[src/logic/adac_pkg.sv]
`default_nettype none
// ==========================================
// Shared constants for the antenna driver control
package adac_pkg;
   // Core clock rate
   localparam int unsigned CLK_MHZ = 20;
   // Register indices, byte address is four times the index
   localparam logic [7:0] IDX_DRV_CTRL = 8'h14;
   localparam logic [7:0] IDX_AUTO     = 8'h15;
   localparam logic [7:0] IDX_SRC      = 8'h16;
   localparam logic [7:0] IDX_STATUS   = 8'h1F;
   // Reset values
   localparam logic [7:0] AUTO_RST     = 8'h00;
   localparam logic [7:0] SRC_RST      = 8'h10;
   localparam logic [7:0] DRV_CTRL_RST = 8'h00;
   // Writable bit masks
   localparam logic [7:0] AUTO_WMASK   = 8'hEF;
   localparam logic [7:0] SRC_WMASK    = 8'h3F;
   localparam logic [7:0] DRV_WMASK    = 8'hF3;
   // Automatic control bit positions
   localparam int unsigned BIT_OFF_AFTER = 7;
   localparam int unsigned BIT_FULL_ASK  = 6;
   localparam int unsigned BIT_WAKE      = 5;
   localparam int unsigned BIT_RSVD      = 4;
   localparam int unsigned BIT_CA        = 3;
   localparam int unsigned BIT_INIT_CA   = 2;
   // Driver control: enable at i, invert-on at 6+i, invert-off at 4+i
   localparam int unsigned BIT_INV_ON    = 6;
   localparam int unsigned BIT_INV_OFF   = 4;
   // Source select field positions
   localparam int unsigned DRV_SEL_LSB   = 4;
   localparam int unsigned AUX_SEL_LSB   = 0;
   // Delay times in ns and derived cycle counts, rounded up
   localparam int unsigned ACTIVE_DELAY_NS  = 100000;
   localparam int unsigned INITIAL_DELAY_NS = 500000;
   localparam int unsigned SLOT_NS          = 25000;
   localparam int unsigned ACTIVE_DELAY_CYC  = (ACTIVE_DELAY_NS * CLK_MHZ + 999) / 1000;
   localparam int unsigned INITIAL_DELAY_CYC = (INITIAL_DELAY_NS * CLK_MHZ + 999) / 1000;
   localparam int unsigned SLOT_CYC          = (SLOT_NS * CLK_MHZ + 999) / 1000;
   // Delay counter width
   localparam int unsigned TMR_W = 16;
   // Driver source codes
   typedef enum logic [1:0] {
      SRC_TRISTATE = 2'h0,
      SRC_CODER    = 2'h1,
      SRC_ENV_PIN  = 2'h2,
      SRC_HIGH     = 2'h3
   } adac_drv_src_t;
   // Auxiliary output codes
   localparam logic [3:0] AUX_TRI   = 4'h0;
   localparam logic [3:0] AUX_LOW   = 4'h1;
   localparam logic [3:0] AUX_HIGH  = 4'h2;
   localparam logic [3:0] AUX_ENV   = 4'h4;
   localparam logic [3:0] AUX_TXSER = 4'h5;
   localparam logic [3:0] AUX_RXOUT = 4'h6;
   localparam logic [3:0] AUX_RXSER = 4'h7;
   // Automatic switch-on sequencer, Gray along the path
   typedef enum logic [1:0] {
      FSM_IDLE  = 2'h0,
      FSM_FIELD = 2'h1,
      FSM_COUNT = 2'h3,
      FSM_ON    = 2'h2
   } adac_fsm_t;
   // Avalon-MM request and answer
   typedef struct packed {
      logic [9:0]  address;
      logic        read;
      logic        write;
      logic [31:0] writedata;
      logic [3:0]  byteenable;
   } adac_avs_req_t;
   typedef struct packed {
      logic [31:0] readdata;
      logic        waitrequest;
   } adac_avs_rsp_t;
endpackage
`default_nettype wire

[src/logic/adac_top.sv]
// Our own choice: the Avalon-MM interface to the registers.
`timescale 1ns/10ps
`default_nettype none
// ==========================================
// Antenna driver automatic control
// Contract
// [RULE1] Auto-off bit drops drivers after last bit
// [RULE2] Full-depth bit forces 100 percent keying
// [RULE3] Wake bit lets field restart power-down
// [RULE4] Bit 4 reserved, reads zero
// [RULE5] Avoidance bit enables it, picks slot n
// [RULE6] Initial avoidance bit clears when field on
// [RULE7] Software also enables a driver auto-on bit
// [RULE8] Driver 2 on after field gone, delay
// [RULE9] Initial mode: driver 2 needs field-free delay
// [RULE10] Driver 1 on after field gone, delay
// [RULE11] Initial mode: driver 1 needs field-free delay
// [RULE12] Source field picks tristate, coder, pin, high
// [RULE13] Power-down tristates only with tristate code
// [RULE14] High level follows inversion bits
// [RULE15] Auto control at 15h, resets 00h
// [RULE16] Source select at 16h, resets 10h
// [RULE17] Inversion bits per driver on and off
// [RULE18] Aux field drives aux output pin
// [RULE19] Delays are cycle parameters
module adac_top
   import adac_pkg::*;
#(
   parameter int unsigned ACT_DELAY_CYC  = ACTIVE_DELAY_CYC,
   parameter int unsigned INIT_DELAY_CYC = INITIAL_DELAY_CYC
) (
   input  wire logic          clk_sys,
   input  wire logic          reset_n,
   input  wire adac_avs_req_t avs_req,
   output adac_avs_rsp_t      avs_rsp,
   input  wire logic          tx_last_bit_done,
   input  wire logic          coder_envelope,
   input  wire logic          serial_tx_stream,
   input  wire logic          rx_monitor,
   input  wire logic          soft_power_down,
   input  wire logic          field_detect_pin,
   input  wire logic          envelope_input_pin,
   output logic               antenna_driver_1,
   output logic               antenna_driver_1_oe_n,
   output logic               antenna_driver_2,
   output logic               antenna_driver_2_oe_n,
   output logic               aux_output_pin,
   output logic               aux_output_oe_n,
   output logic               full_depth_keying,
   output logic               collision_avoid_active,
   output logic [1:0]         ca_slot_n,
   output logic               wake_request
);
   // ==========================================
   // State
   typedef struct packed {
      logic       ack;        // Bus answer cycle
      logic [7:0] rdata;      // Read data
      logic [7:0] auto_ctrl;  // Automatic control register
      logic [7:0] src_sel;    // Source select register
      logic [7:0] drv_ctrl;   // Inversion and driver on bits
      adac_fsm_t  fsm;        // Switch-on sequencer
      logic       use_init;   // Initial delay in use
      logic [1:0] slot;       // Random slot n
      logic [7:0] lfsr;       // Random source
      logic       field_prev; // Field level last cycle
      logic [1:0] drv_out;    // Driver pin levels
      logic [1:0] drv_oe_n;   // Driver enables, low drives
      logic       aux_out;    // Aux pin level
      logic       aux_oe_n;   // Aux enable, low drives
      logic       wake;       // Wake pulse
   } adac_state_t;

   localparam adac_state_t S_RST = '{
      ack:        1'b0,
      rdata:      8'h00,
      auto_ctrl:  AUTO_RST,
      src_sel:    SRC_RST,
      drv_ctrl:   DRV_CTRL_RST,
      fsm:        FSM_IDLE,
      use_init:   1'b0,
      slot:       2'h0,
      lfsr:       8'h01,
      field_prev: 1'b0,
      drv_out:    2'h0,
      drv_oe_n:   2'h0,
      aux_out:    1'b0,
      aux_oe_n:   1'b1,
      wake:       1'b0
   };

   adac_state_t   s_q;          // Registered state
   adac_state_t   s_d;          // Next state
   logic          rst_n_s;      // Released reset
   logic [1:0]    pins_s;       // Synced field and envelope
   logic          field_s;      // Synced field detect
   logic          env_s;        // Synced envelope input
   logic          bus_req;      // Read or write pending
   logic          bus_wr_take;  // Write completes this edge
   logic [7:0]    idx;          // Register index
   logic [7:0]    rd_val;       // Read mux
   logic [7:0]    wd;           // Write byte
   logic [1:0]    auto_en;      // Driver auto-on bits
   logic          tmr_restart;  // Start a delay
   logic          tmr_done;     // Delay elapsed
   logic [TMR_W-1:0] tmr_target; // Delay length
   logic [1:0]    slot_new;     // Slot for next delay
   adac_drv_src_t drv_src;      // Driver source code
   logic [3:0]    aux_sel;      // Aux source code
   logic [1:0]    drv_out_d;    // Next driver levels
   logic [1:0]    drv_oe_n_d;   // Next driver enables

   // ==========================================
   // Reset release and pin synchronisers
   adac_sync #(
      .W (1)
   ) u_rst_sync (
      .clk   (clk_sys),
      .rst_n (reset_n),
      .d     (1'b1),
      .q     (rst_n_s)
   );

   adac_sync #(
      .W (2)
   ) u_pin_sync (
      .clk   (clk_sys),
      .rst_n (rst_n_s),
      .d     ({envelope_input_pin, field_detect_pin}),
      .q     (pins_s)
   );

   assign field_s = pins_s[0];
   assign env_s   = pins_s[1];

   // ==========================================
   // Decode
   assign bus_req     = avs_req.read | avs_req.write;
   assign bus_wr_take = s_q.ack & avs_req.write & avs_req.byteenable[0];
   assign idx         = avs_req.address[9:2];
   assign wd          = avs_req.writedata[7:0];
   assign auto_en     = s_q.auto_ctrl[1:0];
   assign drv_src     = adac_drv_src_t'(s_q.src_sel[DRV_SEL_LSB +: 2]);
   assign aux_sel     = s_q.src_sel[AUX_SEL_LSB +: 4];
   // Slot n only when avoidance is active
   assign slot_new    = s_q.auto_ctrl[BIT_CA] ? s_q.lfsr[1:0] : 2'h0; // [RULE5]

   // Delay length: initial, or active plus slot wait
   assign tmr_target = s_q.use_init ? TMR_W'(INIT_DELAY_CYC) // [RULE19]
                     : TMR_W'(ACT_DELAY_CYC + s_q.slot * SLOT_CYC);

   // ==========================================
   // Delay timer
   adac_delay_timer u_timer (
      .clk     (clk_sys),
      .rst_n   (rst_n_s),
      .restart (tmr_restart),
      .run     (s_q.fsm == FSM_COUNT),
      .target  (tmr_target),
      .done    (tmr_done)
   );

   // ==========================================
   // Read mux, unmapped reads zero
   always_comb begin
      case (idx)
         IDX_AUTO: begin
            rd_val = s_q.auto_ctrl & AUTO_WMASK; // [RULE4]
         end
         IDX_SRC: begin
            rd_val = s_q.src_sel;
         end
         IDX_DRV_CTRL: begin
            rd_val = s_q.drv_ctrl;
         end
         IDX_STATUS: begin
            rd_val = {2'h0, s_q.slot, s_q.fsm != FSM_IDLE, field_s, s_q.drv_ctrl[1:0]};
         end
         default: begin
            rd_val = 8'h00;
         end
      endcase
   end

   // ==========================================
   // Driver source and inversion, per driver
   genvar gi;
   generate
      for (gi = 0; gi < 2; gi++) begin : g_drv
         logic on;   // Driver switched on
         logic inv;  // Inversion for current state
         logic base; // Level before inversion
         assign on  = s_q.drv_ctrl[gi];
         assign inv = on ? s_q.drv_ctrl[BIT_INV_ON + gi] // [RULE17]
                         : s_q.drv_ctrl[BIT_INV_OFF + gi];
         // Source pick
         always_comb begin
            case (drv_src)
               SRC_CODER: begin
                  base = on & coder_envelope; // [RULE12]
               end
               SRC_ENV_PIN: begin
                  base = on & env_s; // [RULE12]
               end
               SRC_HIGH: begin
                  base = 1'b1; // [RULE14]
               end
               default: begin
                  base = 1'b0;
               end
            endcase
         end
         assign drv_out_d[gi] = base ^ inv; // [RULE14]
         // Released only by tristate code, power-down or not
         assign drv_oe_n_d[gi] = (drv_src == SRC_TRISTATE); // [RULE13]
      end
   endgenerate

   // ==========================================
   // Next state
   always_comb begin
      s_d             = s_q;
      tmr_restart     = 1'b0;
      s_d.wake        = 1'b0;
      s_d.field_prev  = field_s;
      s_d.lfsr        = {s_q.lfsr[6:0], s_q.lfsr[7] ^ s_q.lfsr[5] ^ s_q.lfsr[4] ^ s_q.lfsr[3]};
      // Bus answer one cycle after the request
      s_d.ack = bus_req & ~s_q.ack;
      if (bus_req & ~s_q.ack) begin
         s_d.rdata = rd_val;
      end
      // Register writes on the completing edge
      if (bus_wr_take) begin
         case (idx)
            IDX_AUTO: begin
               s_d.auto_ctrl = wd & AUTO_WMASK; // [RULE4]
            end
            IDX_SRC: begin
               s_d.src_sel = wd & SRC_WMASK;
            end
            IDX_DRV_CTRL: begin
               s_d.drv_ctrl = wd & DRV_WMASK;
            end
            default: begin
            end
         endcase
      end
      // Drop all drivers after the final bit
      if (s_q.auto_ctrl[BIT_OFF_AFTER] & tx_last_bit_done) begin
         s_d.drv_ctrl[1:0] = 2'h0; // [RULE1]
      end
      // Automatic switch-on sequencer
      case (s_q.fsm)
         FSM_IDLE: begin
            // Initial avoidance waits for a field-free period
            if (s_q.auto_ctrl[BIT_INIT_CA] && s_q.drv_ctrl[1:0] == 2'h0 && !field_s) begin
               s_d.fsm      = FSM_COUNT; // [RULE9] [RULE11]
               s_d.use_init = 1'b1;
               s_d.slot     = 2'h0;
               tmr_restart  = 1'b1;
            end else if (field_s) begin
               s_d.fsm = FSM_FIELD;
            end
         end
         FSM_FIELD: begin
            // Remote field gone, start active delay
            if (!field_s) begin
               s_d.fsm      = FSM_COUNT; // [RULE8] [RULE10]
               s_d.use_init = 1'b0;
               s_d.slot     = slot_new; // [RULE5]
               tmr_restart  = 1'b1;
            end
         end
         FSM_COUNT: begin
            // Any field during the delay aborts it
            if (field_s) begin
               s_d.fsm = FSM_FIELD; // [RULE9] [RULE11]
            end else if (tmr_done) begin
               s_d.fsm = FSM_ON;
            end
         end
         FSM_ON: begin
            // Only drivers with auto-on set are switched
            s_d.drv_ctrl[1:0]           = s_d.drv_ctrl[1:0] | auto_en; // [RULE8] [RULE10] [RULE7]
            s_d.auto_ctrl[BIT_INIT_CA]  = 1'b0; // [RULE6]
            s_d.fsm                     = FSM_IDLE;
         end
         default: begin
            s_d.fsm = FSM_IDLE;
         end
      endcase
      // No driver asks for auto-on: stay idle
      if (auto_en == 2'h0) begin
         s_d.fsm = FSM_IDLE;
      end
      // Field rising edge restarts from soft power-down
      if (s_q.auto_ctrl[BIT_WAKE] & soft_power_down & field_s & ~s_q.field_prev) begin
         s_d.wake = 1'b1; // [RULE3]
      end
      // Pin levels
      s_d.drv_out  = drv_out_d;
      s_d.drv_oe_n = drv_oe_n_d;
      case (aux_sel)
         AUX_LOW: begin
            s_d.aux_out  = 1'b0; // [RULE18]
            s_d.aux_oe_n = 1'b0;
         end
         AUX_HIGH: begin
            s_d.aux_out  = 1'b1;
            s_d.aux_oe_n = 1'b0;
         end
         AUX_ENV: begin
            s_d.aux_out  = coder_envelope;
            s_d.aux_oe_n = 1'b0;
         end
         AUX_TXSER: begin
            s_d.aux_out  = serial_tx_stream;
            s_d.aux_oe_n = 1'b0;
         end
         AUX_RXOUT, AUX_RXSER: begin
            s_d.aux_out  = rx_monitor;
            s_d.aux_oe_n = 1'b0;
         end
         AUX_TRI: begin
            s_d.aux_out  = 1'b0;
            s_d.aux_oe_n = 1'b1;
         end
         default: begin
            // Monitor codes without a source here drive low
            s_d.aux_out  = 1'b0;
            s_d.aux_oe_n = 1'b0;
         end
      endcase
   end

   // ==========================================
   // State register
   always_ff @(posedge clk_sys or negedge rst_n_s) begin
      if (!rst_n_s) begin
         s_q <= S_RST; // [RULE15] [RULE16]
      end else begin
         s_q <= s_d;
      end
   end

   // ==========================================
   // Outputs
   assign avs_rsp.readdata     = {24'h000000, s_q.rdata};
   assign avs_rsp.waitrequest  = bus_req & ~s_q.ack;
   assign antenna_driver_1      = s_q.drv_out[0];
   assign antenna_driver_2      = s_q.drv_out[1];
   assign antenna_driver_1_oe_n = s_q.drv_oe_n[0];
   assign antenna_driver_2_oe_n = s_q.drv_oe_n[1];
   assign aux_output_pin        = s_q.aux_out;
   assign aux_output_oe_n       = s_q.aux_oe_n;
   assign full_depth_keying     = s_q.auto_ctrl[BIT_FULL_ASK]; // [RULE2]
   assign collision_avoid_active = s_q.auto_ctrl[BIT_CA]; // [RULE5]
   assign ca_slot_n             = s_q.slot;
   assign wake_request          = s_q.wake;
endmodule
`default_nettype wire

[src/logic/adac_sync.sv]
`timescale 1ns/10ps
`default_nettype none
// ==========================================
// Two-flop synchroniser, also used for reset release
module adac_sync #(
   parameter int W = 1
) (
   input  wire logic         clk,
   input  wire logic         rst_n,
   input  wire logic [W-1:0] d,
   output logic      [W-1:0] q
);
   typedef struct packed {
      logic [W-1:0] meta;  // First stage, read only by second
      logic [W-1:0] sync;  // Safe copy
   } adac_sync_t;
   adac_sync_t s_q;
   adac_sync_t s_d;
   // Next stage values
   always_comb begin
      s_d      = s_q;
      s_d.meta = d;
      s_d.sync = s_q.meta;
   end
   // Stage registers
   always_ff @(posedge clk or negedge rst_n) begin
      if (!rst_n) begin
         s_q <= '0;
      end else begin
         s_q <= s_d;
      end
   end
   assign q = s_q.sync;
endmodule
`default_nettype wire

[src/logic/adac_delay_timer.sv]
`timescale 1ns/10ps
`default_nettype none
// ==========================================
// Field-free delay counter for automatic switch-on
module adac_delay_timer
   import adac_pkg::*;
(
   input  wire logic             clk,
   input  wire logic             rst_n,
   input  wire logic             restart,
   input  wire logic             run,
   input  wire logic [TMR_W-1:0] target,
   output logic                  done
);
   typedef struct packed {
      logic [TMR_W-1:0] cnt;  // Cycles elapsed
   } adac_tmr_t;
   adac_tmr_t s_q;
   adac_tmr_t s_d;
   // Count up to target, restart from zero
   always_comb begin
      s_d = s_q;
      if (restart) begin
         s_d.cnt = '0;
      end else if (run && s_q.cnt != target) begin
         s_d.cnt = TMR_W'(s_q.cnt + 1'b1);
      end
   end
   // Counter register
   always_ff @(posedge clk or negedge rst_n) begin
      if (!rst_n) begin
         s_q <= '0;
      end else begin
         s_q <= s_d;
      end
   end
   // Delay elapsed while running
   assign done = run & ~restart & (s_q.cnt == target);
endmodule
`default_nettype wire

[config.mk]
export PLATFORM = sky130hd
export DESIGN_NAME = adac_top
export DESIGN_NICKNAME = d
export VERILOG_FILES = /design/src/logic/adac_pkg.sv /design/src/logic/adac_top.sv /design/src/logic/adac_sync.sv /design/src/logic/adac_delay_timer.sv
export SDC_FILE = /design/constraint.sdc
export NUM_CORES = 1
export LEC_CHECK = 0
export BUFFER_PORTS_ARGS = -buffer_cell sky130_fd_sc_hd__buf_2
export CORE_ASPECT_RATIO = 1.2
export CORE_UTILIZATION = 57
export CTS_BUF_LIST = sky130_fd_sc_hd__clkbuf_8 sky130_fd_sc_hd__clkbuf_16
export CTS_CLUSTER_SIZE = 30
export DETAILED_ROUTE_END_ITERATION = 12
export GPL_ROUTABILITY_DRIVEN = 0
export PLACE_DENSITY_LB_ADDON = 0.1
export SLEW_MARGIN = 10
export SYNTH_ARGS = -nofsm -noshare
export SYNTH_HDL_FRONTEND = slang
export SYNTH_HIERARCHICAL = 1
export SYNTH_SLANG_ARGS = --single-unit
[constraint.sdc]
create_clock -name clk_sys -period 6.4 [get_ports clk_sys]
set_input_delay 0.32 -clock clk_sys [delete_from_list [all_inputs] [get_ports clk_sys]]
set_output_delay 0.32 -clock clk_sys [all_outputs]
set_load 0.03 [all_outputs]
==> out/results.ini <==
[outcome]
run_status=finished, final reports clean

[cts]
root_buffer=clkbuf_8
path_clk_slew_ns=0.08
cts-htree-levels=3
cts-buffers-inserted=9
cts_tree=done
cts_resized=0
cts_buffer_depth=2
clk_latency_ns=0.35
clkSinkCount=70

[job]
max_cap_violations=0

[critical_path]
critPathTopFamily=compound AO/OA/AOI/OAI gates
cp_cell_sequence=inv_1 -> ha_1 -> or3_1 -> xnor2_1 -> nand4_1 -> o41a_1 -> a41o_1 -> a21oi_1
crit_path_end=u_timer/s_q[13]
crit_slowest_cell=o41a_1
crit_path_end_kind=register
ff2ff_path_depth=8
r2r_start=ca_slot_n[0]
worst_ep_required_time_ns=6.67
critPathLaunchType=register
arrival_ns=2.99
cp.buffers_inverters=1
path_class=reg2reg
cp.depth=8
worstSetupStartpoint=ca_slot_n[0]
max_stage_delay_ns=0.62
reg2reg_slack_ns=3.68
r2r-end=u_timer/s_q[13]
crit_fanout=11

[layout]
seq_area_um2=1760
fillers=528
multiInputGateArea_um2=1780
drive_gt1_share_pct=23.3
antenna_cells=0
final_nets=477
syn_to_final_growth_pct=10.5
fin_area_um2=4220

[timing]
final_hold_viol_count=0
finalSetupViolCount=0
min_period_over_period_pct=42.4
fin_setup_tns_ns=0
min_period_ns=2.72
rsz0062_at_grt=no
slew_headroom_pct=44.3
tightest_slew_ns=0.835
skew_ns=0.0120
drv_slew=0
fmax_mhz=368

[synth]
synth_common_cells=67 x dfrtp_1, 38 x buf_4, 29 x nand2_1
synth_largest_area_cell=dfrtp_1
synthArstFlopShare_pct=100
synth_area_leaders=dfrtp_1 44%, buf_4 7.5%, xnor2_1 5.0%
ys.warnings.count=6
netlist_instances=372
syn_area_per_cell_um2=10.3
seq_area_frac_synth_pct=46.0
ys.flop_type=dfrtp_1
yosysUniqueCellTypes=57
synth.most_common_cell=dfrtp_1
post_synth_instance_area_um2=3820
yosysTopAreaCellShare_pct=43.9
synth-seq-cells=70
synth-edff-count=0

[global_route]
grt_overflow=0
grt_usage_pct=23.2
grt_pass1_vias=2669
grt_max_degree=69
grt_pass1_wl_mm=12.6
met2_usage_pct=39.2
grt_use_met1_pct=27.5
antenna_found_initial=0
use_met3_pct=4.18
gr-max-usage-layer=met2

[pwr]
p_int_uw=780
clockPowerShare_pct=46.1
p_switching_uw=242
pwr-share-seq_pct=45.8
p_leak_uw=0.00194
swShare_pct=23.7
pwr-share-comb_pct=8.2
power_density_nw_per_um2=242
ir_drop_mv=0.232

[floorplanning]
io-pin-count=101
core_area_um2=6450
fp.dieH_um=91.7
initial_utilization_pct=59.2
rows=32
die-area_um2=7030
die_width_um=76.7

[min_path]
hold_class=in2reg

[routing]
vias=2727
drc=0
routedWlPerCell_um=14.9
drtIter0Drc=90
viasPerCell=5.43
drt_wl_total_mm=7.47
ant_nets=0
drtPass1Iterations=4

[place]
dpl.hpwl_mm=5.42
placed_cell_area_um2=3940
portBuffers=47

[worst min path at each step]
stage | start | end | slack (ns) | cells after the start
5_1_grt | field_detect_pin | u_pin_sync/s_d[0] | 0.06 | 1
2_1_floorplan | reset_n | u_rst_sync/q | 0.02 | 0
4_1_cts | field_detect_pin | u_pin_sync/s_d[0] | 0.07 | 1
3_3_place_gp | reset_n | u_rst_sync/s_d[0] | 0.10 | 1
6_report | field_detect_pin | u_pin_sync/s_d[0] | 0.08 | 1
3_5_place_dp | reset_n | u_rst_sync/s_d[0] | 0.11 | 1
[stage by stage]
step | hold WS, ns | util, % | total power (µW) | instances | setup WS (ns)
6_report | 0.0791 | 65.4 | 1020 | 502 | 3.68
5_1_grt | 0.0607 | 65.4 | 1050 | 502 | 3.54
4_1_cts | 0.0651 | 65.4 | 1030 | 502 | 3.68
3_5_place_dp | 0.105 | 61.1 | 559 | 485 | 3.70
3_3_place_gp | 0.105 | 61.1 | 558 | 485 | 3.76
2_1_floorplan | 0.0244 | - | 549 | 400 | 4.14
[layout by cell type, fill, tap and decap left out, drive strengths merged, types with 3 or more instances in the layout]
cell,n
dfstp,3
nor3,8
nor2,18
nand3,10
buf,49
and2,4
nor3b,3
nor4,3
ha,8
mux2,17
a21oi,23
nand2b,3
dfrtp,67
conb,30
a22oi,4
clkinv,3
nand4b,5
nand4,5
o211ai,5
o21ai,21
bufinv,4
nor2b,3
mux2i,3
xnor2,22
nand2,29
clkbuf,9
and3,4
or3,12
a22o,3
inv,12
a31oi,3
[cell type report]
| class | instances | share of cell area, % |
|---|---|---|
| Multi-Input combinational cell | 269 | 42.2 |
| Sequential cell | 70 | 41.6 |
| Timing Repair Buffer | 50 | 6.17 |
| Clock inverter | 7 | 3.47 |
| Clock buffer | 9 | 2.94 |
| Tap cell | 85 | 2.52 |
| Inverter | 12 | 1.07 |
[worst reg2reg max path, cell delays in order, from the launching register on]
cell and delay (ns):
dfrtp_1 0.49, inv_1 0.15, ha_1 0.25, or3_1 0.36
xnor2_1 0.15, nand4_1 0.20, o41a_1 0.62, a41o_1 0.30
a21oi_1 0.12
[sequential cells by signal (all words and copies together), names as in the netlist, 4 cells and up]
name,count
u_timer/s_q,16
s_q,13
avs_rsp,8
s_d,7
aux_sel,4
[per-layer routing]
| layer | part of all wire (%) | wire length, µm |
|---|---|---|
| met5 | 0 | 0 |
| met4 | 3.4 | 257 |
| met3 | 3.8 | 287 |
| met2 | 51 | 3850 |
| met1 | 41 | 3080 |
[cell families (layout without fill, tap and decap cells)]
| kind of cell | after synthesis | count (layout) | share of synthesized area (%) |
|---|---|---|---|
| other | 2 | 30 | 0.197 |
| flip-flops | 70 | 70 | 46.0 |
| XOR/XNOR | 23 | 23 | 5.28 |
| adder cells (fa/ha/maj) | 8 | 8 | 2.62 |
| AND/OR/NAND/NOR | 118 | 118 | 18.4 |
| multiplexers | 20 | 20 | 5.80 |
| AO/OA/AOI/OAI | 70 | 70 | 11.5 |
| buffers and inverters | 61 | 78 | 10.2 |
[what timing repair did]
| action | 4_1_cts | 5_1_grt |
|---|---|---|
| setup buffers | 0 | 0 |
| setup endpoints to repair | 0 | 0 |
| endpoints found under the hold margin | 2 | 0 |
| hold buffers | 1 | 0 |
[power by group through the flow]
stage | logic (µW) | clock network [µW] | registers [µW]
finish | 83.8 | 471 | 468
CTS | 84.4 | 478 | 467
global route | 92.3 | 493 | 469
global placement | 82.3 | 0 | 475
detailed placement | 83.8 | 0 | 476
floorplan | 70.3 | 0 | 479
Power figures use the tool's default switching activity.
